$ cat src/rtl/wwd_defs.svh
// Timing figures, derived cycle counts and field positions of the window supervisor.
// Assumes a single 10 MHz system clock.
`ifndef WWD_DEFS_SVH
`define WWD_DEFS_SVH

`define WWD_CLK_HZ 10000000
`define WWD_PWRUP_MS 8
`define WWD_IGNORE_MS 32
`define WWD_OPEN_MS 32
`define WWD_CLOSED_MS 32
`define WWD_SAMPLE_US 250
`define WWD_FILT_US 10
`define WWD_PWRUP_CYC ((`WWD_PWRUP_MS * `WWD_CLK_HZ) / 1000)
`define WWD_IGNORE_CYC ((`WWD_IGNORE_MS * `WWD_CLK_HZ) / 1000)
`define WWD_OPEN_CYC ((`WWD_OPEN_MS * `WWD_CLK_HZ) / 1000)
`define WWD_CLOSED_CYC ((`WWD_CLOSED_MS * `WWD_CLK_HZ) / 1000)
`define WWD_SAMPLE_CYC ((`WWD_SAMPLE_US * `WWD_CLK_HZ) / 1000000)
`define WWD_FILT_CYC ((`WWD_FILT_US * `WWD_CLK_HZ) / 1000000)
`define WWD_TMR_W 24
`define WWD_SAM_W 16
`define WWD_FILT_W 8
`define WWD_SYNC_W 5
`define WWD_SYNC_CORE 0
`define WWD_SYNC_IO 1
`define WWD_SYNC_TRIG 2
`define WWD_SYNC_SEL_LO 3
`define WWD_SYNC_SEL_HI 4
`define WWD_TRIG_PATTERN 4'hC
`define WWD_SYNC_RST 5'h00

`endif

$ cat src/rtl/wwd_pkg.sv
// Types shared by the window supervisor modules.
// Assumes wwd_defs.svh is on the include path.
package wwd_pkg;
`include "wwd_defs.svh"

    typedef enum logic [2:0] {
        ST_HOLD = 3'b000,
        ST_WAIT_IO = 3'b001,
        ST_IGNORE = 3'b010,
        ST_OPEN = 3'b011,
        ST_CLOSED = 3'b100,
        ST_WD_OFF = 3'b101
    } wwd_state_e;

    typedef enum logic [1:0] {
        TM_OFF = 2'b00,
        TM_SLOW = 2'b01,
        TM_FAST = 2'b10
    } wwd_timing_e;

    typedef struct packed {
        logic [`WWD_SYNC_W-1:0] s1;
        logic [`WWD_SYNC_W-1:0] s2;
        logic [`WWD_SYNC_W-1:0] s3;
        logic [`WWD_SYNC_W-1:0] out;
    } wwd_sync_s;

    typedef struct packed {
        logic [`WWD_SAM_W-1:0] cnt;
        logic [3:0] hist;
        logic valid;
    } wwd_samp_s;

    typedef struct packed {
        wwd_state_e state;
        logic [`WWD_TMR_W-1:0] tmr;
        logic [`WWD_FILT_W-1:0] uv_cnt;
        logic reset_out;
    } wwd_main_s;

endpackage : wwd_pkg

$ cat src/rtl/wwd_pin_sync.sv
// Three-stage synchroniser for all pin inputs of the supervisor.
// Assumes pins are asynchronous to clock; output moves only when stages 2 and 3 agree.
`timescale 1ns/1ns
`include "wwd_defs.svh"
module wwd_pin_sync (
    // Clock and reset
    input wire logic clock,
    input wire logic rst_n,
    // Pins and synchronised levels
    input wire logic [`WWD_SYNC_W-1:0] pins,
    output logic [`WWD_SYNC_W-1:0] levels
);
    import wwd_pkg::*;

    wwd_sync_s q, d;
    logic [`WWD_SYNC_W-1:0] agree;

    always_comb begin
        d = q;
        d.s1 = pins;
        d.s2 = q.s1;
        d.s3 = q.s2;
        // Stage 1 feeds only stage 2; a disagreement holds the old level
        agree = ~(q.s2 ^ q.s3);
        d.out = (q.out & ~agree) | (q.s3 & agree);
    end

    always_ff @(posedge clock or negedge rst_n) begin
        if (!rst_n) begin
            q <= {4{`WWD_SYNC_RST}};
        end else begin
            q <= d;
        end
    end

    assign levels = q.out;

endmodule : wwd_pin_sync

$ cat src/rtl/wwd_trig_sampler.sv
// Trigger sampler: samples the trigger level once per sample period and flags a valid edge.
// Assumes a synchronised trigger level; slow selects the stretched sample period.
`timescale 1ns/1ns
`include "wwd_defs.svh"
module wwd_trig_sampler #(
    parameter logic [`WWD_SAM_W-1:0] SAMPLE_CYC = `WWD_SAM_W'(`WWD_SAMPLE_CYC)
) (
    // Clock and reset
    input wire logic clock,
    input wire logic rst_n,
    // Trigger level and timing
    input wire logic trig_level,
    input wire logic slow,
    // One-cycle valid trigger
    output logic trig_valid
);
    import wwd_pkg::*;

    wwd_samp_s q, d;
    logic [`WWD_SAM_W-1:0] lim;
    logic [3:0] hist_n;

    always_comb begin
        d = q;
        d.valid = 1'b0;
        lim = slow ? {SAMPLE_CYC[`WWD_SAM_W-3:0], 2'b00} : SAMPLE_CYC;
        hist_n = {q.hist[2:0], trig_level};
        if (q.cnt >= lim - `WWD_SAM_W'(1)) begin
            d.cnt = '0;
            d.hist = hist_n;
            // Two high then two low samples, oldest first
            d.valid = (hist_n == `WWD_TRIG_PATTERN);
        end else begin
            d.cnt = q.cnt + `WWD_SAM_W'(1);
        end
    end

    always_ff @(posedge clock or negedge rst_n) begin
        if (!rst_n) begin
            q <= '0;
        end else begin
            q <= d;
        end
    end

    assign trig_valid = q.valid;
endmodule : wwd_trig_sampler

$ cat src/rtl/wwd_supervisor.sv
// Reset supervisor and window watchdog for a dual-rail supply.
// Assumes rail monitors and strap arrive as digital pin levels, asynchronous to clock.
//
// Summary of operation
// - Hold reset low power-up delay after core good
// - Release reset only if I/O rail good
// - Filtered rail undervoltage forces reset low
// - Timebase divided from clock, strap picks speed
// - Strap low disables watchdog entirely
// - Reset rising edge starts ignore window
// - Ignore window end enters open window
// - Valid trigger in open starts closed window
// - Trigger in closed window forces reset
// - Closed expiry starts open window, bounded length
// - Open window timeout without trigger forces reset
// - Trigger is high-high-low-low sample pattern
// - Trigger completing in open window counts correct
`timescale 1ns/1ns
`include "wwd_defs.svh"
module wwd_supervisor #(
    parameter logic [`WWD_TMR_W-1:0] PWRUP_CYC = `WWD_TMR_W'(`WWD_PWRUP_CYC),
    parameter logic [`WWD_TMR_W-1:0] IGNORE_CYC = `WWD_TMR_W'(`WWD_IGNORE_CYC),
    parameter logic [`WWD_TMR_W-1:0] OPEN_CYC = `WWD_TMR_W'(`WWD_OPEN_CYC),
    parameter logic [`WWD_TMR_W-1:0] CLOSED_CYC = `WWD_TMR_W'(`WWD_CLOSED_CYC),
    parameter logic [`WWD_SAM_W-1:0] SAMPLE_CYC = `WWD_SAM_W'(`WWD_SAMPLE_CYC)
) (
    // Clock and reset
    input wire logic clock,
    input wire logic rst_n,
    // Rail monitor comparators, high when rail at or above threshold
    input wire logic core_rail_output_good,
    input wire logic io_rail_output_good,
    // Timing strap: 1x fast, 01 slow, 00 watchdog off
    input wire logic [1:0] timebase_select,
    // Watchdog trigger from the microcontroller
    input wire logic watchdog_trigger_in,
    // Microcontroller reset, low active
    output logic reset_out
);
    import wwd_pkg::*;

    localparam logic [`WWD_FILT_W-1:0] FILT_CYC = `WWD_FILT_W'(`WWD_FILT_CYC);

    logic [`WWD_SYNC_W-1:0] lv;
    logic core_ok;
    logic io_ok;
    logic trig_lv;
    wwd_timing_e mode;
    logic slow;
    logic trig_valid;
    wwd_main_s q, d;
    logic [`WWD_TMR_W-1:0] lim;
    logic expire;
    logic running;
    logic uv;
    logic uv_fault;
    logic wd_fault;

    wwd_pin_sync u_sync (
        .clock(clock),
        .rst_n(rst_n),
        .pins({timebase_select, watchdog_trigger_in, io_rail_output_good,
               core_rail_output_good}),
        .levels(lv)
    );

    assign core_ok = lv[`WWD_SYNC_CORE];
    assign io_ok = lv[`WWD_SYNC_IO];
    assign trig_lv = lv[`WWD_SYNC_TRIG];

    // Timing from strap; off runs the reset delay at slow timing
    always_comb begin
        if (lv[`WWD_SYNC_SEL_HI]) begin
            mode = TM_FAST;
        end else if (lv[`WWD_SYNC_SEL_LO]) begin
            mode = TM_SLOW;
        end else begin
            mode = TM_OFF;
        end
    end
    assign slow = (mode != TM_FAST);

    wwd_trig_sampler #(
        .SAMPLE_CYC(SAMPLE_CYC)
    ) u_samp (
        .clock(clock),
        .rst_n(rst_n),
        .trig_level(trig_lv),
        .slow(slow),
        .trig_valid(trig_valid)
    );

    // Window length for the current state, stretched four times in slow timing
    function automatic logic [`WWD_TMR_W-1:0] scale(input logic [`WWD_TMR_W-1:0] base,
                                                     input logic s);
        scale = s ? {base[`WWD_TMR_W-3:0], 2'b00} : base;
    endfunction : scale

    // A strap change mid-window rescales the running window at once
    always_comb begin
        case (q.state)
            ST_HOLD: lim = scale(PWRUP_CYC, slow);
            ST_IGNORE: lim = scale(IGNORE_CYC, slow);
            ST_OPEN: lim = scale(OPEN_CYC, slow);
            ST_CLOSED: lim = scale(CLOSED_CYC, slow);
            default: lim = scale(PWRUP_CYC, slow);
        endcase
    end

    // Timebase is the system clock divided down by the window counter
    assign expire = (q.tmr >= lim - `WWD_TMR_W'(1));
    assign running = q.reset_out;
    assign uv = !core_ok || !io_ok;
    // Fault only once undervoltage outlasts the filter time
    assign uv_fault = running && uv && (q.uv_cnt >= FILT_CYC);
    assign wd_fault = (q.state == ST_OPEN && !trig_valid && expire && mode != TM_OFF)
        || (q.state == ST_CLOSED && trig_valid && mode != TM_OFF);

    always_comb begin
        d = q;
        d.tmr = q.tmr + `WWD_TMR_W'(1);
        // Filter counts only a continuous undervoltage; any good sample restarts it
        if (running && uv) begin
            d.uv_cnt = (q.uv_cnt >= FILT_CYC) ? q.uv_cnt : q.uv_cnt + `WWD_FILT_W'(1);
        end else begin
            d.uv_cnt = '0;
        end
        case (q.state)
            ST_HOLD: begin
                d.reset_out = 1'b0;
                if (!core_ok) begin
                    d.tmr = '0;
                end else if (expire) begin
                    d.state = ST_WAIT_IO;
                    d.tmr = '0;
                end
            end
            ST_WAIT_IO: begin
                d.tmr = '0;
                if (!core_ok) begin
                    d.state = ST_HOLD;
                end else if (io_ok) begin
                    d.reset_out = 1'b1;
                    d.state = (mode == TM_OFF) ? ST_WD_OFF : ST_IGNORE;
                end
            end
            ST_IGNORE: begin
                // Trigger is not looked at here
                if (mode == TM_OFF) begin
                    d.state = ST_WD_OFF;
                end else if (expire) begin
                    d.state = ST_OPEN;
                    d.tmr = '0;
                end
            end
            ST_OPEN: begin
                if (mode == TM_OFF) begin
                    d.state = ST_WD_OFF;
                end else if (trig_valid) begin
                    // Judged on the last sample, so a pattern begun in closed is fine
                    d.state = ST_CLOSED;
                    d.tmr = '0;
                end else if (expire) begin
                    d.state = ST_HOLD;
                    d.reset_out = 1'b0;
                    d.tmr = '0;
                end
            end
            ST_CLOSED: begin
                if (mode == TM_OFF) begin
                    d.state = ST_WD_OFF;
                end else if (trig_valid) begin
                    d.state = ST_HOLD;
                    d.reset_out = 1'b0;
                    d.tmr = '0;
                end else if (expire) begin
                    d.state = ST_OPEN;
                    d.tmr = '0;
                end
            end
            ST_WD_OFF: begin
                d.tmr = '0;
                // Strap re-enabled while running: restart from the ignore window
                if (mode != TM_OFF) begin
                    d.state = ST_IGNORE;
                end
            end
            default: begin
                d.state = ST_HOLD;
                d.reset_out = 1'b0;
                d.tmr = '0;
            end
        endcase
        // Filtered undervoltage resets land in hold too, rerunning the full delay
        if (uv_fault) begin
            d.state = ST_HOLD;
            d.reset_out = 1'b0;
            d.tmr = '0;
            d.uv_cnt = '0;
        end
    end

    always_ff @(posedge clock or negedge rst_n) begin
        if (!rst_n) begin
            q <= '{state: ST_HOLD, tmr: '0, uv_cnt: '0, reset_out: 1'b0};
        end else begin
            q <= d;
        end
    end

    // Push-pull model of the pulled-up reset pin
    assign reset_out = q.reset_out;
endmodule : wwd_supervisor

$ cat config.mk
export PLATFORM = sky130hd
export DESIGN_NAME = wwd_supervisor
export DESIGN_NICKNAME = d
export VERILOG_FILES = /design/src/rtl/wwd_pkg.sv /design/src/rtl/wwd_pin_sync.sv /design/src/rtl/wwd_trig_sampler.sv /design/src/rtl/wwd_supervisor.sv
export VERILOG_INCLUDE_DIRS = /design/src /design/src/rtl
export SDC_FILE = /design/constraint.sdc
export NUM_CORES = 1
export LEC_CHECK = 0
export BUFFER_PORTS_ARGS = -buffer_cell sky130_fd_sc_hd__buf_2
export CAP_MARGIN = 40
export CORE_MARGIN = 5
export CORE_UTILIZATION = 60
export DETAILED_ROUTE_END_ITERATION = 8
export GPL_ROUTABILITY_DRIVEN = 0
export PLACE_DENSITY = 0.87
export SYNTH_ARGS = -nofsm -noshare
export SYNTH_HDL_FRONTEND = slang
export SYNTH_SLANG_ARGS = --single-unit
$ cat constraint.sdc
create_clock -name clock -period 4.13 [get_ports clock]
set_input_delay 0.826 -clock clock [delete_from_list [all_inputs] [get_ports clock]]
set_output_delay 0.826 -clock clock [all_outputs]
set_load 0.05 [all_outputs]
==> impl_results.html, run 1 <==
<table>
<tr><th>Metric</th><th>Value</th></tr>
<tr><th colspan="2">Clock tree</th></tr>
<tr><td>Bufs on Longest Clock Path</td><td>2</td></tr>
<tr><td>Post-cts resize count</td><td>0</td></tr>
<tr><td>Clock tree from TritonCTS</td><td>done</td></tr>
<tr><td>Clock latency at the later pin of the worst-skew pair</td><td>approximately 0.36 ns</td></tr>
<tr><td>Post-CTS clock slew at the launch and capture registers of the worst setup and hold paths</td><td>0.09 ns</td></tr>
<tr><td>Post-CTS setup buffers</td><td>0</td></tr>
<tr><td>Htree depth</td><td>3</td></tr>
<tr><td>Number of buffers created by CTS</td><td>9</td></tr>
<tr><td>Hold bufs inserted after CTS</td><td>0</td></tr>
<tr><td>Clock tree root driver cell</td><td>sky130_fd_sc_hd__clkbuf_8</td></tr>
<tr><td>Clock tree sinks</td><td>76</td></tr>
<tr><th colspan="2">Timing</th></tr>
<tr><td>Final setup viols</td><td>0</td></tr>
<tr><td>Worst slew margin</td><td>52.2%</td></tr>
<tr><td>Clock tree skew after final layout</td><td>just under 0.009 ns</td></tr>
<tr><td>Unrepaired setup endpoints after global routing</td><td>no</td></tr>
<tr><td>Upper clock frequency limit</td><td>approximately 0.28 GHz</td></tr>
<tr><td>Shortest clock period the worst path allows after layout</td><td>3.54 ns</td></tr>
<tr><td>Worst Hold Margin</td><td>0.356 ns</td></tr>
<tr><td>Tcrit/Tclk final</td><td>between 80% and 90%</td></tr>
<tr><td>Hold Vio Cnt, Final</td><td>0</td></tr>
<tr><td>Worst Tran Pin Value</td><td>~0.7 ns</td></tr>
<tr><td>Sum of negative setup slack</td><td>0 ns</td></tr>
<tr><td>Slew Limit Fails</td><td>0</td></tr>
<tr><th colspan="2">Critical path</th></tr>
<tr><td>Worst setup EP type</td><td>flip-flop</td></tr>
<tr><td>Path type of the worst setup path</td><td>flip-flop to flip-flop</td></tr>
<tr><td>Largest fanout on the critical path</td><td>24</td></tr>
<tr><td>Critical path endpoint</td><td>q[12]</td></tr>
<tr><td>Worst path arrival time</td><td>between 3 and 4 ns</td></tr>
<tr><td>Cell chain of the critical path</td><td>or3b_2 &gt; nand2_1 &gt; inv_1 &gt; ha_1 &gt; ha_1 &gt; nand4_1 &gt; nor3_1 &gt; a222oi_1 &gt; buf_4 &gt; a22oi_2 &gt; buf_4 &gt; nor3_1</td></tr>
<tr><td>Slowest stage cell on the critical path</td><td>sky130_fd_sc_hd__dfrtp_1</td></tr>
<tr><td>Data required time of the critical path</td><td>approximately 4.4 ns</td></tr>
<tr><td>Minimum setup slack among reg-to-reg paths</td><td>between 0.5 and 0.6 ns</td></tr>
<tr><td>Reg-to-reg startpoint</td><td>q[35]</td></tr>
<tr><td>Largest stage delay, worst path</td><td>roughly 0.64 ns</td></tr>
<tr><td>Kind of start point of the critical path</td><td>flip-flop</td></tr>
<tr><td>Largest delay contributor family on the critical path</td><td>simple AND/OR/NAND/NOR gates</td></tr>
<tr><td>Worst r2r path cells</td><td>12</td></tr>
<tr><td>R2r endpoint</td><td>q[12]</td></tr>
<tr><td>Critical path launch point</td><td>q[35]</td></tr>
<tr><td>Instance count on the critical path</td><td>12</td></tr>
<tr><td>Buffers and inverters on the worst path</td><td>3</td></tr>
<tr><th colspan="2">Logic synthesis</th></tr>
<tr><td>Share of synthesized cell area in and, or, nand and nor gates</td><td>a little over a fifth</td></tr>
<tr><td>Total of flip-flops plus latches after synthesis</td><td>76</td></tr>
<tr><td>Post-synth cell types</td><td>between 50 and 60</td></tr>
<tr><td>Cell type contributing the most total cell area after synthesis</td><td>sky130_fd_sc_hd__dfrtp_1</td></tr>
<tr><td>Synth Area per Inst</td><td>10.3 µm²</td></tr>
<tr><td>Number of enable-type register cells in the synthesized netlist</td><td>0</td></tr>
<tr><td>Area share of the largest cell type after synthesis</td><td>a little under half</td></tr>
<tr><td>Compound-Gate Fraction of Synth Area</td><td>a little over a tenth</td></tr>
<tr><td>Xor/xnor share of the synthesized area</td><td>roughly 8.3%</td></tr>
<tr><td>Synth top area cells</td><td>sky130_fd_sc_hd__dfrtp_1, sky130_fd_sc_hd__ha_1, sky130_fd_sc_hd__nor3_2, sky130_fd_sc_hd__xnor2_1, sky130_fd_sc_hd__xor2_1</td></tr>
<tr><td>Share of synthesized flip-flops with an asynchronous set or reset</td><td>100%</td></tr>
<tr><td>Dominant combinational cell family by area after synthesis</td><td>simple AND/OR/NAND/NOR gates</td></tr>
<tr><td>Cell area after synthesis</td><td>4220 µm²</td></tr>
<tr><td>Post-Synthesis Cells</td><td>about 400</td></tr>
<tr><td>YS warnings</td><td>0</td></tr>
<tr><td>Dominant synthesized flop cell</td><td>sky130_fd_sc_hd__dfrtp_1</td></tr>
<tr><td>Sequential area share after synthesis</td><td>45.1%</td></tr>
<tr><td>Adder and majority gate portion of the synthesized area</td><td>roughly a tenth</td></tr>
<tr><td>Multiplexer share of the synthesized area</td><td>less than 1%</td></tr>
<tr><th colspan="2">Cells and area</th></tr>
<tr><td>Share of cells above drive strength 1</td><td>between 10 and 15%</td></tr>
<tr><td>Most frequent cells in the layout</td><td>sky130_fd_sc_hd__dfrtp_1, sky130_fd_sc_hd__nor2_1, sky130_fd_sc_hd__ha_1</td></tr>
<tr><td>Final-stage net count</td><td>around 450</td></tr>
<tr><td>Commonest non-fill, non-tap cell in the layout</td><td>sky130_fd_sc_hd__dfrtp_1</td></tr>
<tr><td>Inserted Diodes</td><td>0</td></tr>
<tr><td>Number of inserted filler cells in the final layout</td><td>roughly 500</td></tr>
<tr><td>Relative area change from synthesis to final layout</td><td>8.65%</td></tr>
<tr><td>Non-filler instance count after layout</td><td>about 520</td></tr>
<tr><th colspan="2">Global routing</th></tr>
<tr><td>Total global routing overflow</td><td>0</td></tr>
<tr><td>First-pass GRT wire length</td><td>about 14 mm</td></tr>
<tr><td>Number of antenna violations at the first check in global routing</td><td>0</td></tr>
<tr><td>Via count of the first global-routing pass</td><td>3092</td></tr>
<tr><td>Pin count of the biggest net entering global routing</td><td>52</td></tr>
<tr><td>Global-route usage over all layers</td><td>about a fifth</td></tr>
<tr><th colspan="2">Routing</th></tr>
<tr><td>Count of routing violations after the opening detailed-route iteration</td><td>between 300 and 400</td></tr>
<tr><td>Via/cell ratio</td><td>5.85</td></tr>
<tr><td>Antenna viol nets, final</td><td>0</td></tr>
<tr><td>Routed wirelength normalized by instance count</td><td>approximately 16 µm</td></tr>
<tr><td>Number of search-and-repair iterations in the first detailed-routing pass</td><td>4</td></tr>
<tr><td>Total wire length</td><td>~8.1 mm</td></tr>
<tr><td>Routed vias</td><td>between 3000 and 4000</td></tr>
<tr><td>DRC violations left</td><td>0</td></tr>
<tr><th colspan="2">Die</th></tr>
<tr><td>Die Outline Area</td><td>roughly 8800 µm²</td></tr>
<tr><td>Floorplan die height</td><td>~94 µm</td></tr>
<tr><td>Core area</td><td>roughly 6800 µm²</td></tr>
<tr><td>Die extent in x</td><td>approximately 94 µm</td></tr>
<tr><td>Std-Cell Rows</td><td>30</td></tr>
<tr><td>Initial standard-cell utilization of the core</td><td>roughly three fifths</td></tr>
<tr><td>IO Count</td><td>8</td></tr>
<tr><th colspan="2">Pwr</th></tr>
<tr><td>Static leakage power</td><td>a little over 2 nW</td></tr>
<tr><td>Total power divided by cell area</td><td>between 400 and 500 nW/µm²</td></tr>
<tr><td>VDD IR max</td><td>0.000354 V</td></tr>
<tr><th colspan="2">Run status</th></tr>
<tr><td>Outcome</td><td>finished, final reports clean</td></tr>
<tr><th colspan="2">Worst hold path</th></tr>
<tr><td>Cell depth of the worst min-delay path</td><td>0</td></tr>
<tr><td>Classification of the worst-slack hold path</td><td>flip-flop to flip-flop</td></tr>
<tr><th colspan="2">Placement</th></tr>
<tr><td>HPWL after DPL</td><td>roughly 5.7 mm</td></tr>
<tr><td>Placed Cells incl. Taps</td><td>501</td></tr>
<tr><td># port buffers</td><td>7</td></tr>
<tr><th colspan="2">Run</th></tr>
<tr><td># Max-Cap Violations</td><td>0</td></tr>
</table>
==> worst min path at each step <==
stage	startpoint	end	slack, ns
after floorplan	u_sync.d[10]	u_sync.d[5]	0.33
after global placement	u_sync.d[11]	u_sync.d[6]	0.33
after detailed placement	u_sync.d[10]	u_sync.d[5]	0.34
after CTS	u_sync.d[10]	u_sync.d[5]	0.36
after global routing	u_sync.d[13]	u_sync.d[8]	0.37
final	u_sync.d[13]	u_sync.d[8]	0.36
==> logic make-up (layout without fill, tap and decap cells) <==
family / Yosys count / in the layout
adders and majority gates: 34 / 34
xor gates and xnor gates: 40 / 40
and+or+nand+nor: 157 / 157
buffers and inverters: 36 / 46
muxes: 3 / 3
DFF: 76 / 76
AOI/OAI and AO/OA: 62 / 62
other: 2 / 3
==> registers in the layout (all words and copies together), names as in the netlist, named ones only <==
register,count
reset_out,1
u_sync.d,10
u_samp.trig_valid,1
u_samp.hist_n,3
q,35
u_samp.q,16
u_sync.q,5
==> per-stage QoR <==
| stage | utilization [%] | total power [mW] | area [µm²] | setup slack (ns) |
|---|---|---|---|---|
| 2_1_floorplan | - | 1.35 | 4230 | 0.790 |
| 3_3_place_gp | 63.2 | 1.43 | 4320 | 0.772 |
| 4_1_cts | 67.1 | 2.13 | 4590 | 0.602 |
| 5_1_grt | 67.1 | 2.25 | 4590 | 0.353 |
| 6_report | 67.1 | 2.12 | 4590 | 0.585 |
| 3_5_place_dp | 64.0 | 1.52 | 4370 | 0.635 |
==> report_power, final <==
group,leakage (nW),switching (mW),internal (mW)
Sequential,0.993,0.0726,0.785
Clock,0.110,0.317,0.296
Combinational,0.936,0.389,0.266
Total,2.04,0.778,1.35
==> worst register-to-register path, stage by stage, from the launching register on <==
cell and delay, ns:
sky130_fd_sc_hd__dfrtp_1 0.64, sky130_fd_sc_hd__or3b_2 0.53, sky130_fd_sc_hd__nand2_1 0.16, sky130_fd_sc_hd__inv_1 0.08
sky130_fd_sc_hd__ha_1 0.25, sky130_fd_sc_hd__ha_1 0.34, sky130_fd_sc_hd__nand4_1 0.14, sky130_fd_sc_hd__nor3_1 0.28
sky130_fd_sc_hd__a222oi_1 0.14, sky130_fd_sc_hd__buf_4 0.19, sky130_fd_sc_hd__a22oi_2 0.18, sky130_fd_sc_hd__buf_4 0.37
sky130_fd_sc_hd__nor3_1 0.13
==> synthesized netlist by cell type, types with 4 or more instances <==
master,n
sky130_fd_sc_hd__a21oi_1,10
sky130_fd_sc_hd__and3_1,7
sky130_fd_sc_hd__and4_1,6
sky130_fd_sc_hd__clkbuf_1,15
sky130_fd_sc_hd__dfrtp_1,76
sky130_fd_sc_hd__ha_1,29
sky130_fd_sc_hd__inv_1,17
sky130_fd_sc_hd__maj3_1,5
sky130_fd_sc_hd__nand2_1,21
sky130_fd_sc_hd__nand3_1,23
sky130_fd_sc_hd__nand4_1,11
sky130_fd_sc_hd__nor2_1,37
sky130_fd_sc_hd__nor3_1,11
sky130_fd_sc_hd__nor3_2,20
sky130_fd_sc_hd__nor3b_1,4
sky130_fd_sc_hd__nor4_1,4
sky130_fd_sc_hd__o21ai_0,11
sky130_fd_sc_hd__o31ai_1,5
sky130_fd_sc_hd__xnor2_1,20
sky130_fd_sc_hd__xor2_1,20
==> routing by layer <==
layer  vias to the layer above  share of wire [%]  track usage (%)
li1                       1471                  -                -
met1                      1476                 45             25.3
met2                        63                 50             34.8
met3                        14                3.3             5.53
met4                         0                1.7             6.86
met5                         -                  0                0
==> final cells by class <==
| class | count | area [µm²] | share of cell area, % |
|---|---|---|---|
| clock buffers | 9 | 124 | 2.70 |
| clock inverters | 7 | 90.1 | 1.96 |
| inverters | 17 | 63.8 | 1.39 |
| multi-input cells | 299 | 2160 | 47.2 |
| flip-flops and latches | 76 | 1900 | 41.5 |
| well taps | 96 | 120 | 2.62 |
| repair buffers | 13 | 123 | 2.67 |
(Power assumes the default switching activity.)
==> inputs of run 2 (changes only) <==
--- a/config.mk
+++ b/config.mk
@@ -8,10 +8,11 @@
 export LEC_CHECK = 0
 export BUFFER_PORTS_ARGS = -buffer_cell sky130_fd_sc_hd__buf_2
 export CAP_MARGIN = 40
-export CORE_MARGIN = 5
+export CORE_MARGIN = 4
 export CORE_UTILIZATION = 60
 export DETAILED_ROUTE_END_ITERATION = 8
 export GPL_ROUTABILITY_DRIVEN = 0
+export MAX_ROUTING_LAYER = met4
 export PLACE_DENSITY = 0.87
 export SYNTH_ARGS = -nofsm -noshare
 export SYNTH_HDL_FRONTEND = slang
==> constraint.sdc (replaced) <==
create_clock -name clock -period 4.13 [get_ports clock]
set_input_delay 0.826 -clock clock [delete_from_list [all_inputs] [get_ports clock]]
set_output_delay 0.826 -clock clock [all_outputs]
set_load 0.1 [all_outputs]
==> impl_results.html, run 2 (synthesis results as in run 1) <==
<table>
<tr><th>Metric</th><th>Value</th></tr>
<tr><th colspan="2">Global routing</th></tr>
<tr><td>Pin count of the biggest net entering global routing</td><td>52 (unchanged)</td></tr>
<tr><td>Number of antenna violations at the first check in global routing</td><td>0 (unchanged)</td></tr>
<tr><td>First-pass GRT wire length</td><td>14.5 mm (was 14.3 mm)</td></tr>
<tr><td>Total global routing overflow</td><td>0 (unchanged)</td></tr>
<tr><td>Global-route usage over all layers</td><td>22.1% (was 20.5%)</td></tr>
<tr><td>Via count of the first global-routing pass</td><td>3156 (was 3092)</td></tr>
<tr><th colspan="2">Timing</th></tr>
<tr><td>Hold Vio Cnt, Final</td><td>0 (unchanged)</td></tr>
<tr><td>Clock tree skew after final layout</td><td>0.00844 ns (was 0.00877 ns)</td></tr>
<tr><td>Upper clock frequency limit</td><td>0.285 GHz (was 0.282 GHz)</td></tr>
<tr><td>Slew Limit Fails</td><td>0 (unchanged)</td></tr>
<tr><td>Worst Hold Margin</td><td>0.354 ns (was 0.356 ns)</td></tr>
<tr><td>Final setup viols</td><td>0 (unchanged)</td></tr>
<tr><td>Tcrit/Tclk final</td><td>85.0% (was 85.8%)</td></tr>
<tr><td>Unrepaired setup endpoints after global routing</td><td>no (unchanged)</td></tr>
<tr><td>Slack of the critical path</td><td>0.619 ns (was 0.585 ns)</td></tr>
<tr><td>Sum of negative setup slack</td><td>0 ns (unchanged)</td></tr>
<tr><td>Worst Tran Pin Value</td><td>0.647 ns (was 0.710 ns)</td></tr>
<tr><td>Worst slew margin</td><td>56.5% (was 52.2%)</td></tr>
<tr><td>Shortest clock period the worst path allows after layout</td><td>3.51 ns (was 3.54 ns)</td></tr>
<tr><th colspan="2">Routing</th></tr>
<tr><td>Routed wirelength normalized by instance count</td><td>15.5 µm (was 15.7 µm)</td></tr>
<tr><td>Total wire length</td><td>8.01 mm (was 8.11 mm)</td></tr>
<tr><td>Via/cell ratio</td><td>5.88 (was 5.85)</td></tr>
<tr><td>Antenna viol nets, final</td><td>0 (unchanged)</td></tr>
<tr><td>Number of search-and-repair iterations in the first detailed-routing pass</td><td>5 (was 4)</td></tr>
<tr><td>Routed vias</td><td>3032 (was 3024)</td></tr>
<tr><td>DRC violations left</td><td>0 (unchanged)</td></tr>
<tr><td>Count of routing violations after the opening detailed-route iteration</td><td>246 (was 337)</td></tr>
<tr><th colspan="2">Clock tree</th></tr>
<tr><td>Number of buffers created by CTS</td><td>9 (unchanged)</td></tr>
<tr><td>Hold bufs inserted after CTS</td><td>0 (unchanged)</td></tr>
<tr><td>Clock tree sinks</td><td>76 (unchanged)</td></tr>
<tr><td>Htree depth</td><td>3 (unchanged)</td></tr>
<tr><td>Clock tree from TritonCTS</td><td>done (unchanged)</td></tr>
<tr><td>Clock tree root driver cell</td><td>sky130_fd_sc_hd__clkbuf_8 (unchanged)</td></tr>
<tr><td>Clock latency at the later pin of the worst-skew pair</td><td>0.35 ns (was 0.36 ns)</td></tr>
<tr><td>Post-cts resize count</td><td>0 (unchanged)</td></tr>
<tr><td>Bufs on Longest Clock Path</td><td>2 (unchanged)</td></tr>
<tr><td>Post-CTS setup buffers</td><td>0 (unchanged)</td></tr>
<tr><td>Post-CTS clock slew at the launch and capture registers of the worst setup and hold paths</td><td>0.08 ns (was 0.09 ns)</td></tr>
<tr><th colspan="2">Cells and area</th></tr>
<tr><td>Share of cells above drive strength 1</td><td>13.8% (was 14.0%)</td></tr>
<tr><td>Most frequent cells in the layout</td><td>sky130_fd_sc_hd__dfrtp_1, sky130_fd_sc_hd__nor2_1, sky130_fd_sc_hd__ha_1 (unchanged)</td></tr>
<tr><td>Fin util</td><td>66.9% (was 67.1%)</td></tr>
<tr><td>Flip-flop count of the largest register, all copies and words added</td><td>35 (unchanged)</td></tr>
<tr><td>Design Area, Final</td><td>4570 µm² (was 4590 µm²)</td></tr>
<tr><td>Register containing the most flip-flops in the final layout</td><td>q (unchanged)</td></tr>
<tr><td>Final-stage net count</td><td>452 (unchanged)</td></tr>
<tr><td>Number of inserted filler cells in the final layout</td><td>529 (was 515)</td></tr>
<tr><td>Commonest non-fill, non-tap cell in the layout</td><td>sky130_fd_sc_hd__dfrtp_1 (unchanged)</td></tr>
<tr><td>Non-filler instance count after layout</td><td>516 (was 517)</td></tr>
<tr><td>Relative area change from synthesis to final layout</td><td>8.21% (was 8.65%)</td></tr>
<tr><td>Inserted Diodes</td><td>0 (unchanged)</td></tr>
<tr><th colspan="2">Critical path</th></tr>
<tr><td>Slowest stage cell on the critical path</td><td>sky130_fd_sc_hd__dfrtp_1 (unchanged)</td></tr>
<tr><td>Kind of start point of the critical path</td><td>flip-flop (unchanged)</td></tr>
<tr><td>Largest fanout on the critical path</td><td>24 (unchanged)</td></tr>
<tr><td>Worst path arrival time</td><td>3.73 ns (was 3.77 ns)</td></tr>
<tr><td>Worst setup EP type</td><td>flip-flop (unchanged)</td></tr>
<tr><td>Buffers and inverters on the worst path</td><td>3 (unchanged)</td></tr>
<tr><td>Largest stage delay, worst path</td><td>0.65 ns (was 0.64 ns)</td></tr>
<tr><td>Path type of the worst setup path</td><td>flip-flop to flip-flop (unchanged)</td></tr>
<tr><td>Cell chain of the critical path</td><td>or3b_2 &gt; nand2_1 &gt; inv_1 &gt; ha_1 &gt; ha_1 &gt; nand4_1 &gt; nor4_1 &gt; a222oi_1 &gt; buf_4 &gt; a22oi_2 &gt; buf_4 &gt; nor3_1 (was or3b_2 &gt; nand2_1 &gt; inv_1 &gt; ha_1 &gt; ha_1 &gt; nand4_1 &gt; nor3_1 &gt; a222oi_1 &gt; buf_4 &gt; a22oi_2 &gt; buf_4 &gt; nor3_1)</td></tr>
<tr><td>Largest delay contributor family on the critical path</td><td>simple AND/OR/NAND/NOR gates (unchanged)</td></tr>
<tr><td>Data required time of the critical path</td><td>4.34 ns (was 4.35 ns)</td></tr>
<tr><th colspan="2">Die</th></tr>
<tr><td>Die Outline Area</td><td>8440 µm² (was 8810 µm²)</td></tr>
<tr><td>Std-Cell Rows</td><td>30 (unchanged)</td></tr>
<tr><td>IO Count</td><td>8 (unchanged)</td></tr>
<tr><td>Initial standard-cell utilization of the core</td><td>61.8% (unchanged)</td></tr>
<tr><td>Core area</td><td>6830 µm² (unchanged)</td></tr>
<tr><td>Floorplan die height</td><td>91.9 µm (was 93.9 µm)</td></tr>
<tr><td>Die extent in x</td><td>91.9 µm (was 93.9 µm)</td></tr>
<tr><th colspan="2">Placement</th></tr>
<tr><td>HPWL after DPL</td><td>5.53 mm (was 5.71 mm)</td></tr>
<tr><td># port buffers</td><td>7 (unchanged)</td></tr>
<tr><td>Placed Cells incl. Taps</td><td>501 (unchanged)</td></tr>
<tr><td>Post-placement cell area</td><td>4370 µm² (unchanged)</td></tr>
<tr><td>Setup WS pre-CTS</td><td>0.629 ns (was 0.635 ns)</td></tr>
<tr><th colspan="2">Run status</th></tr>
<tr><td>Outcome</td><td>finished, final reports clean (unchanged)</td></tr>
<tr><th colspan="2">Worst hold path</th></tr>
<tr><td>Classification of the worst-slack hold path</td><td>flip-flop to flip-flop (unchanged)</td></tr>
<tr><th colspan="2">Run</th></tr>
<tr><td># Max-Cap Violations</td><td>0 (unchanged)</td></tr>
<tr><th colspan="2">Pwr</th></tr>
<tr><td>Post-layout total power</td><td>2.09 mW (was 2.12 mW)</td></tr>
<tr><td>Total power divided by cell area</td><td>457 nW/µm² (was 463 nW/µm²)</td></tr>
<tr><td>Static leakage power</td><td>2.02 nW (was 2.04 nW)</td></tr>
<tr><td>VDD IR max</td><td>0.000289 V (was 0.000354 V)</td></tr>
</table>
==> run 2: changes by cell type in the layout (fill, tap and decap cells not counted) <==
cell                         change
sky130_fd_sc_hd__clkinv_4        -2
sky130_fd_sc_hd__clkinvlp_4      +2
sky130_fd_sc_hd__inv_8           -3
sky130_fd_sc_hd__inv_6           +2
==> run 2: routing by layer <==
layer,track usage (%),share of wire (%)
met1,26.9,45
met2,35.3,50
met3,4.92,3.7
met4,9.65,2.0
met5,-,0
==> run 2: cell type report <==
cell class              instances  area, µm²  area share [%]
well taps                      96        120            2.63
inverters                      17       63.8            1.40
clock buffers                   9        124            2.71
repair buffers                 13        123            2.68
flip-flops and latches         76       1900            41.6
multi-input cells             299       2160            47.4
clock inverters                 6       71.3            1.56
==> run 2: final timing paths <==
kind	cells past startpoint	endpoint	startpoint	slack [ns]
hold reg to reg	0	u_sync.d[6]	u_sync.d[11]	0.35
hold / removal	0	u_sync.d[6]	u_sync.d[11]	0.35
min in group asynchronous	1	q[32]	rst_n	0.38
setup / recovery	12	q[12]	q[35]	0.62
setup reg to reg	12	q[12]	q[35]	0.62
max in group asynchronous	2	u_sync.d[8]	rst_n	3.18
==> run 2: where the power goes <==
part	switching, mW	total, mW	internal [mW]	leakage, nW
logic	0.395	0.661	0.267	0.936
registers	0.0761	0.861	0.785	0.993
clock network	0.285	0.567	0.282	0.0927
total	0.756	2.09	1.33	2.02
==> inputs of run 3 (changes only) <==
==> constraint.sdc (replaced) <==
create_clock -name clock -period 3.6 [get_ports clock]
set_input_delay 0.72 -clock clock [delete_from_list [all_inputs] [get_ports clock]]
set_output_delay 0.72 -clock clock [all_outputs]
set_load 0.1 [all_outputs]
==> impl_results.html, run 3 (synthesis results as in run 1) <==
<table>
<tr><th>Metric</th><th>Value</th></tr>
<tr><th colspan="2">Run status</th></tr>
<tr><td>Outcome</td><td>finished, final reports clean (unchanged)</td></tr>
<tr><th colspan="2">Critical path</th></tr>
<tr><td>Kind of start point of the critical path</td><td>flip-flop (unchanged)</td></tr>
<tr><td>Largest stage delay, worst path</td><td>0.52 ns (was 0.65 ns)</td></tr>
<tr><td>Largest fanout on the critical path</td><td>11 (was 24)</td></tr>
<tr><td>Largest delay contributor family on the critical path</td><td>compound AO/OA/AOI/OAI gates (was simple AND/OR/NAND/NOR gates)</td></tr>
<tr><td>Slowest stage cell on the critical path</td><td>sky130_fd_sc_hd__or3b_2 (was sky130_fd_sc_hd__dfrtp_1)</td></tr>
<tr><td>CP most frequent cell</td><td>sky130_fd_sc_hd__ha_1</td></tr>
<tr><td>Worst path arrival time</td><td>3.42 ns (was 3.73 ns)</td></tr>
<tr><td>R2r endpoint</td><td>q[11] (was q[12])</td></tr>
<tr><td>Worst setup EP type</td><td>flip-flop (unchanged)</td></tr>
<tr><td>Data required time of the critical path</td><td>3.86 ns (was 4.34 ns)</td></tr>
<tr><td>Minimum setup slack among reg-to-reg paths</td><td>0.44 ns (was 0.62 ns)</td></tr>
<tr><td>Cell chain of the critical path</td><td>or3b_2 &gt; nand2_1 &gt; inv_1 &gt; ha_1 &gt; ha_1 &gt; a21oi_1 &gt; o21ai_0 &gt; a222oi_1 &gt; a22oi_2 &gt; buf_4 &gt; nor3_1 (was or3b_2 &gt; nand2_1 &gt; inv_1 &gt; ha_1 &gt; ha_1 &gt; nand4_1 &gt; nor4_1 &gt; a222oi_1 &gt; buf_4 &gt; a22oi_2 &gt; buf_4 &gt; nor3_1)</td></tr>
<tr><td>Worst r2r path cells</td><td>11 (was 12)</td></tr>
<tr><td>Path type of the worst setup path</td><td>flip-flop to flip-flop (unchanged)</td></tr>
<tr><td>Buffers and inverters on the worst path</td><td>2 (was 3)</td></tr>
<tr><td>Reg-to-reg startpoint</td><td>q[34] (was q[35])</td></tr>
<tr><th colspan="2">Global routing</th></tr>
<tr><td>Via count of the first global-routing pass</td><td>3135 (was 3156)</td></tr>
<tr><td>Number of antenna violations at the first check in global routing</td><td>0 (unchanged)</td></tr>
<tr><td>First-pass GRT wire length</td><td>14.2 mm (was 14.5 mm)</td></tr>
<tr><td>Pin count of the biggest net entering global routing</td><td>48 (was 52)</td></tr>
<tr><td>Total global routing overflow</td><td>0 (unchanged)</td></tr>
<tr><td>Global-route usage over all layers</td><td>21.6% (was 22.1%)</td></tr>
<tr><th colspan="2">Routing</th></tr>
<tr><td>Number of search-and-repair iterations in the first detailed-routing pass</td><td>4 (was 5)</td></tr>
<tr><td>Via/cell ratio</td><td>5.94 (was 5.88)</td></tr>
<tr><td>Routed wirelength normalized by instance count</td><td>15.6 µm (was 15.5 µm)</td></tr>
<tr><td>Total wire length</td><td>8.11 mm (was 8.01 mm)</td></tr>
<tr><td>DRC violations left</td><td>0 (unchanged)</td></tr>
<tr><td>Count of routing violations after the opening detailed-route iteration</td><td>221 (was 246)</td></tr>
<tr><td>Routed vias</td><td>3094 (was 3032)</td></tr>
<tr><td>Antenna viol nets, final</td><td>0 (unchanged)</td></tr>
<tr><th colspan="2">Placement</th></tr>
<tr><td>Placed Cells incl. Taps</td><td>504 (was 501)</td></tr>
<tr><td>HPWL after DPL</td><td>5.74 mm (was 5.53 mm)</td></tr>
<tr><td># port buffers</td><td>7 (unchanged)</td></tr>
<tr><th colspan="2">Timing</th></tr>
<tr><td>Slew Limit Fails</td><td>0 (unchanged)</td></tr>
<tr><td>Unrepaired setup endpoints after global routing</td><td>no (unchanged)</td></tr>
<tr><td>Worst slew margin</td><td>40.3% (was 56.5%)</td></tr>
<tr><td>Shortest clock period the worst path allows after layout</td><td>3.16 ns (was 3.51 ns)</td></tr>
<tr><td>Final setup viols</td><td>0 (unchanged)</td></tr>
<tr><td>Worst Hold Margin</td><td>0.287 ns (was 0.354 ns)</td></tr>
<tr><td>Hold Vio Cnt, Final</td><td>0 (unchanged)</td></tr>
<tr><td>Worst Tran Pin Value</td><td>0.887 ns (was 0.647 ns)</td></tr>
<tr><td>Upper clock frequency limit</td><td>0.317 GHz (was 0.285 GHz)</td></tr>
<tr><td>Clock tree skew after final layout</td><td>0.00735 ns (was 0.00844 ns)</td></tr>
<tr><td>Tcrit/Tclk final</td><td>87.6% (was 85.0%)</td></tr>
<tr><th colspan="2">Cells and area</th></tr>
<tr><td>Register containing the most flip-flops in the final layout</td><td>q (unchanged)</td></tr>
<tr><td>Relative area change from synthesis to final layout</td><td>8.60% (was 8.21%)</td></tr>
<tr><td>Share of cells above drive strength 1</td><td>14.8% (was 13.8%)</td></tr>
<tr><td>Flip-flop count of the largest register, all copies and words added</td><td>35 (unchanged)</td></tr>
<tr><td>Inserted Diodes</td><td>0 (unchanged)</td></tr>
<tr><td>Most frequent cells in the layout</td><td>sky130_fd_sc_hd__dfrtp_1, sky130_fd_sc_hd__nor2_1, sky130_fd_sc_hd__ha_1 (unchanged)</td></tr>
<tr><td>Final-stage net count</td><td>456 (was 452)</td></tr>
<tr><td>Commonest non-fill, non-tap cell in the layout</td><td>sky130_fd_sc_hd__dfrtp_1 (unchanged)</td></tr>
<tr><td>Fin util</td><td>67.1% (was 66.9%)</td></tr>
<tr><td>Non-filler instance count after layout</td><td>521 (was 516)</td></tr>
<tr><th colspan="2">Clock tree</th></tr>
<tr><td>Clock latency at the later pin of the worst-skew pair</td><td>0.35 ns (about the same)</td></tr>
<tr><td>Clock tree from TritonCTS</td><td>done (unchanged)</td></tr>
<tr><td>Number of buffers created by CTS</td><td>9 (unchanged)</td></tr>
<tr><td>Post-cts resize count</td><td>0 (unchanged)</td></tr>
<tr><td>Htree depth</td><td>3 (unchanged)</td></tr>
<tr><td>Hold bufs inserted after CTS</td><td>0 (unchanged)</td></tr>
<tr><td>Clock tree sinks</td><td>76 (unchanged)</td></tr>
<tr><td>Bufs on Longest Clock Path</td><td>2 (unchanged)</td></tr>
<tr><td>Post-CTS clock slew at the launch and capture registers of the worst setup and hold paths</td><td>0.08 ns (about the same)</td></tr>
<tr><td>Clock tree root driver cell</td><td>sky130_fd_sc_hd__clkbuf_8 (unchanged)</td></tr>
<tr><th colspan="2">Run</th></tr>
<tr><td># Max-Cap Violations</td><td>0 (unchanged)</td></tr>
<tr><th colspan="2">Pwr</th></tr>
<tr><td>Post-layout total power</td><td>2.38 mW (was 2.09 mW)</td></tr>
<tr><td>Total power divided by cell area</td><td>520 nW/µm² (was 457 nW/µm²)</td></tr>
<tr><td>VDD IR max</td><td>0.000352 V (was 0.000289 V)</td></tr>
<tr><td>Static leakage power</td><td>2.04 nW (was 2.02 nW)</td></tr>
<tr><th colspan="2">Die</th></tr>
<tr><td>Initial standard-cell utilization of the core</td><td>61.8% (unchanged)</td></tr>
<tr><td>IO Count</td><td>8 (unchanged)</td></tr>
<tr><td>Std-Cell Rows</td><td>30 (unchanged)</td></tr>
<tr><td>Die Outline Area</td><td>8440 µm² (unchanged)</td></tr>
<tr><td>Floorplan die height</td><td>91.9 µm (unchanged)</td></tr>
<tr><td>Core area</td><td>6830 µm² (unchanged)</td></tr>
<tr><td>Die extent in x</td><td>91.9 µm (unchanged)</td></tr>
<tr><th colspan="2">Worst hold path</th></tr>
<tr><td>Classification of the worst-slack hold path</td><td>primary input to asynchronous set/reset pin (was flip-flop to flip-flop)</td></tr>
</table>
-- run 3: changes by cell type in the layout (fill, tap and decap cells not counted), sizes merged --
cell / before / now
inv: 20 / 19
buf: 13 / 17
clkbuf: 9 / 10
clkinv: 0 / 1
-- run 3: stage by stage --
stage | TNS [ns] | instance area (µm²) | worst slack [ns]
floorplan | 0 | 4230 | 0.260
global placement | 0 | 4350 | 0.242
detailed placement | -0.222 | 4370 | -0.0232
CTS | 0 | 4580 | 0.490
global route | 0 | 4580 | 0.250
finish | 0 | 4580 | 0.445
-- run 3: per-layer routing --
metal / global-route usage [%] / vias to the layer above / routed length, µm / part of all wire, %
met5: - / - / 0 / 0
met4: 8.42 / 0 / 127 / 1.6
met3: 4.43 / 13 / 396 / 4.9
met2: 34.5 / 83 / 4020 / 50
met1: 27.2 / 1518 / 3570 / 44
li1: - / 1480 / - / -
-- run 3: power breakdown --
part | leakage [nW] | internal, mW | switching, mW
combinational | 0.945 | 0.278 | 0.491
sequential | 0.993 | 0.901 | 0.0429
clock | 0.0995 | 0.345 | 0.327
-- run 3: repair_timing --
action                                 CTS  global route
endpoints found under the hold margin    0             0
setup buffers                            1             0
setup endpoints to repair               13             0
-- run 3: layout make-up --
class,count,area [µm²]
fillers,505,2250
inverters,17,63.8
multi-input cells,299,2160
clock buffers,10,138
repair buffers,17,125
well taps,96,120
clock inverters,6,71.3
flip-flops and latches,76,1900
-- run 3: worst reg2reg max path: cells and delay by family (launching register included) --
family	cells	cell delay [ns]
AO/OA/AOI/OAI	4	0.93
AND/OR/NAND/NOR	3	0.89
adder cells (fa/ha/maj)	2	0.57
flip-flops	1	0.38
buffers and inverters	2	0.31
-- run 3: worst max path at each step --
stage	start	endpoint	slack [ns]	depth (start not counted)
2_1_floorplan	q[33]	q[14]	0.26	12
3_3_place_gp	q[34]	q[14]	0.24	11
3_5_place_dp	q[34]	q[30]	-0.02	11
4_1_cts	q[34]	q[30]	0.49	11
5_1_grt	q[34]	q[30]	0.25	11
6_report	q[34]	q[11]	0.44	11
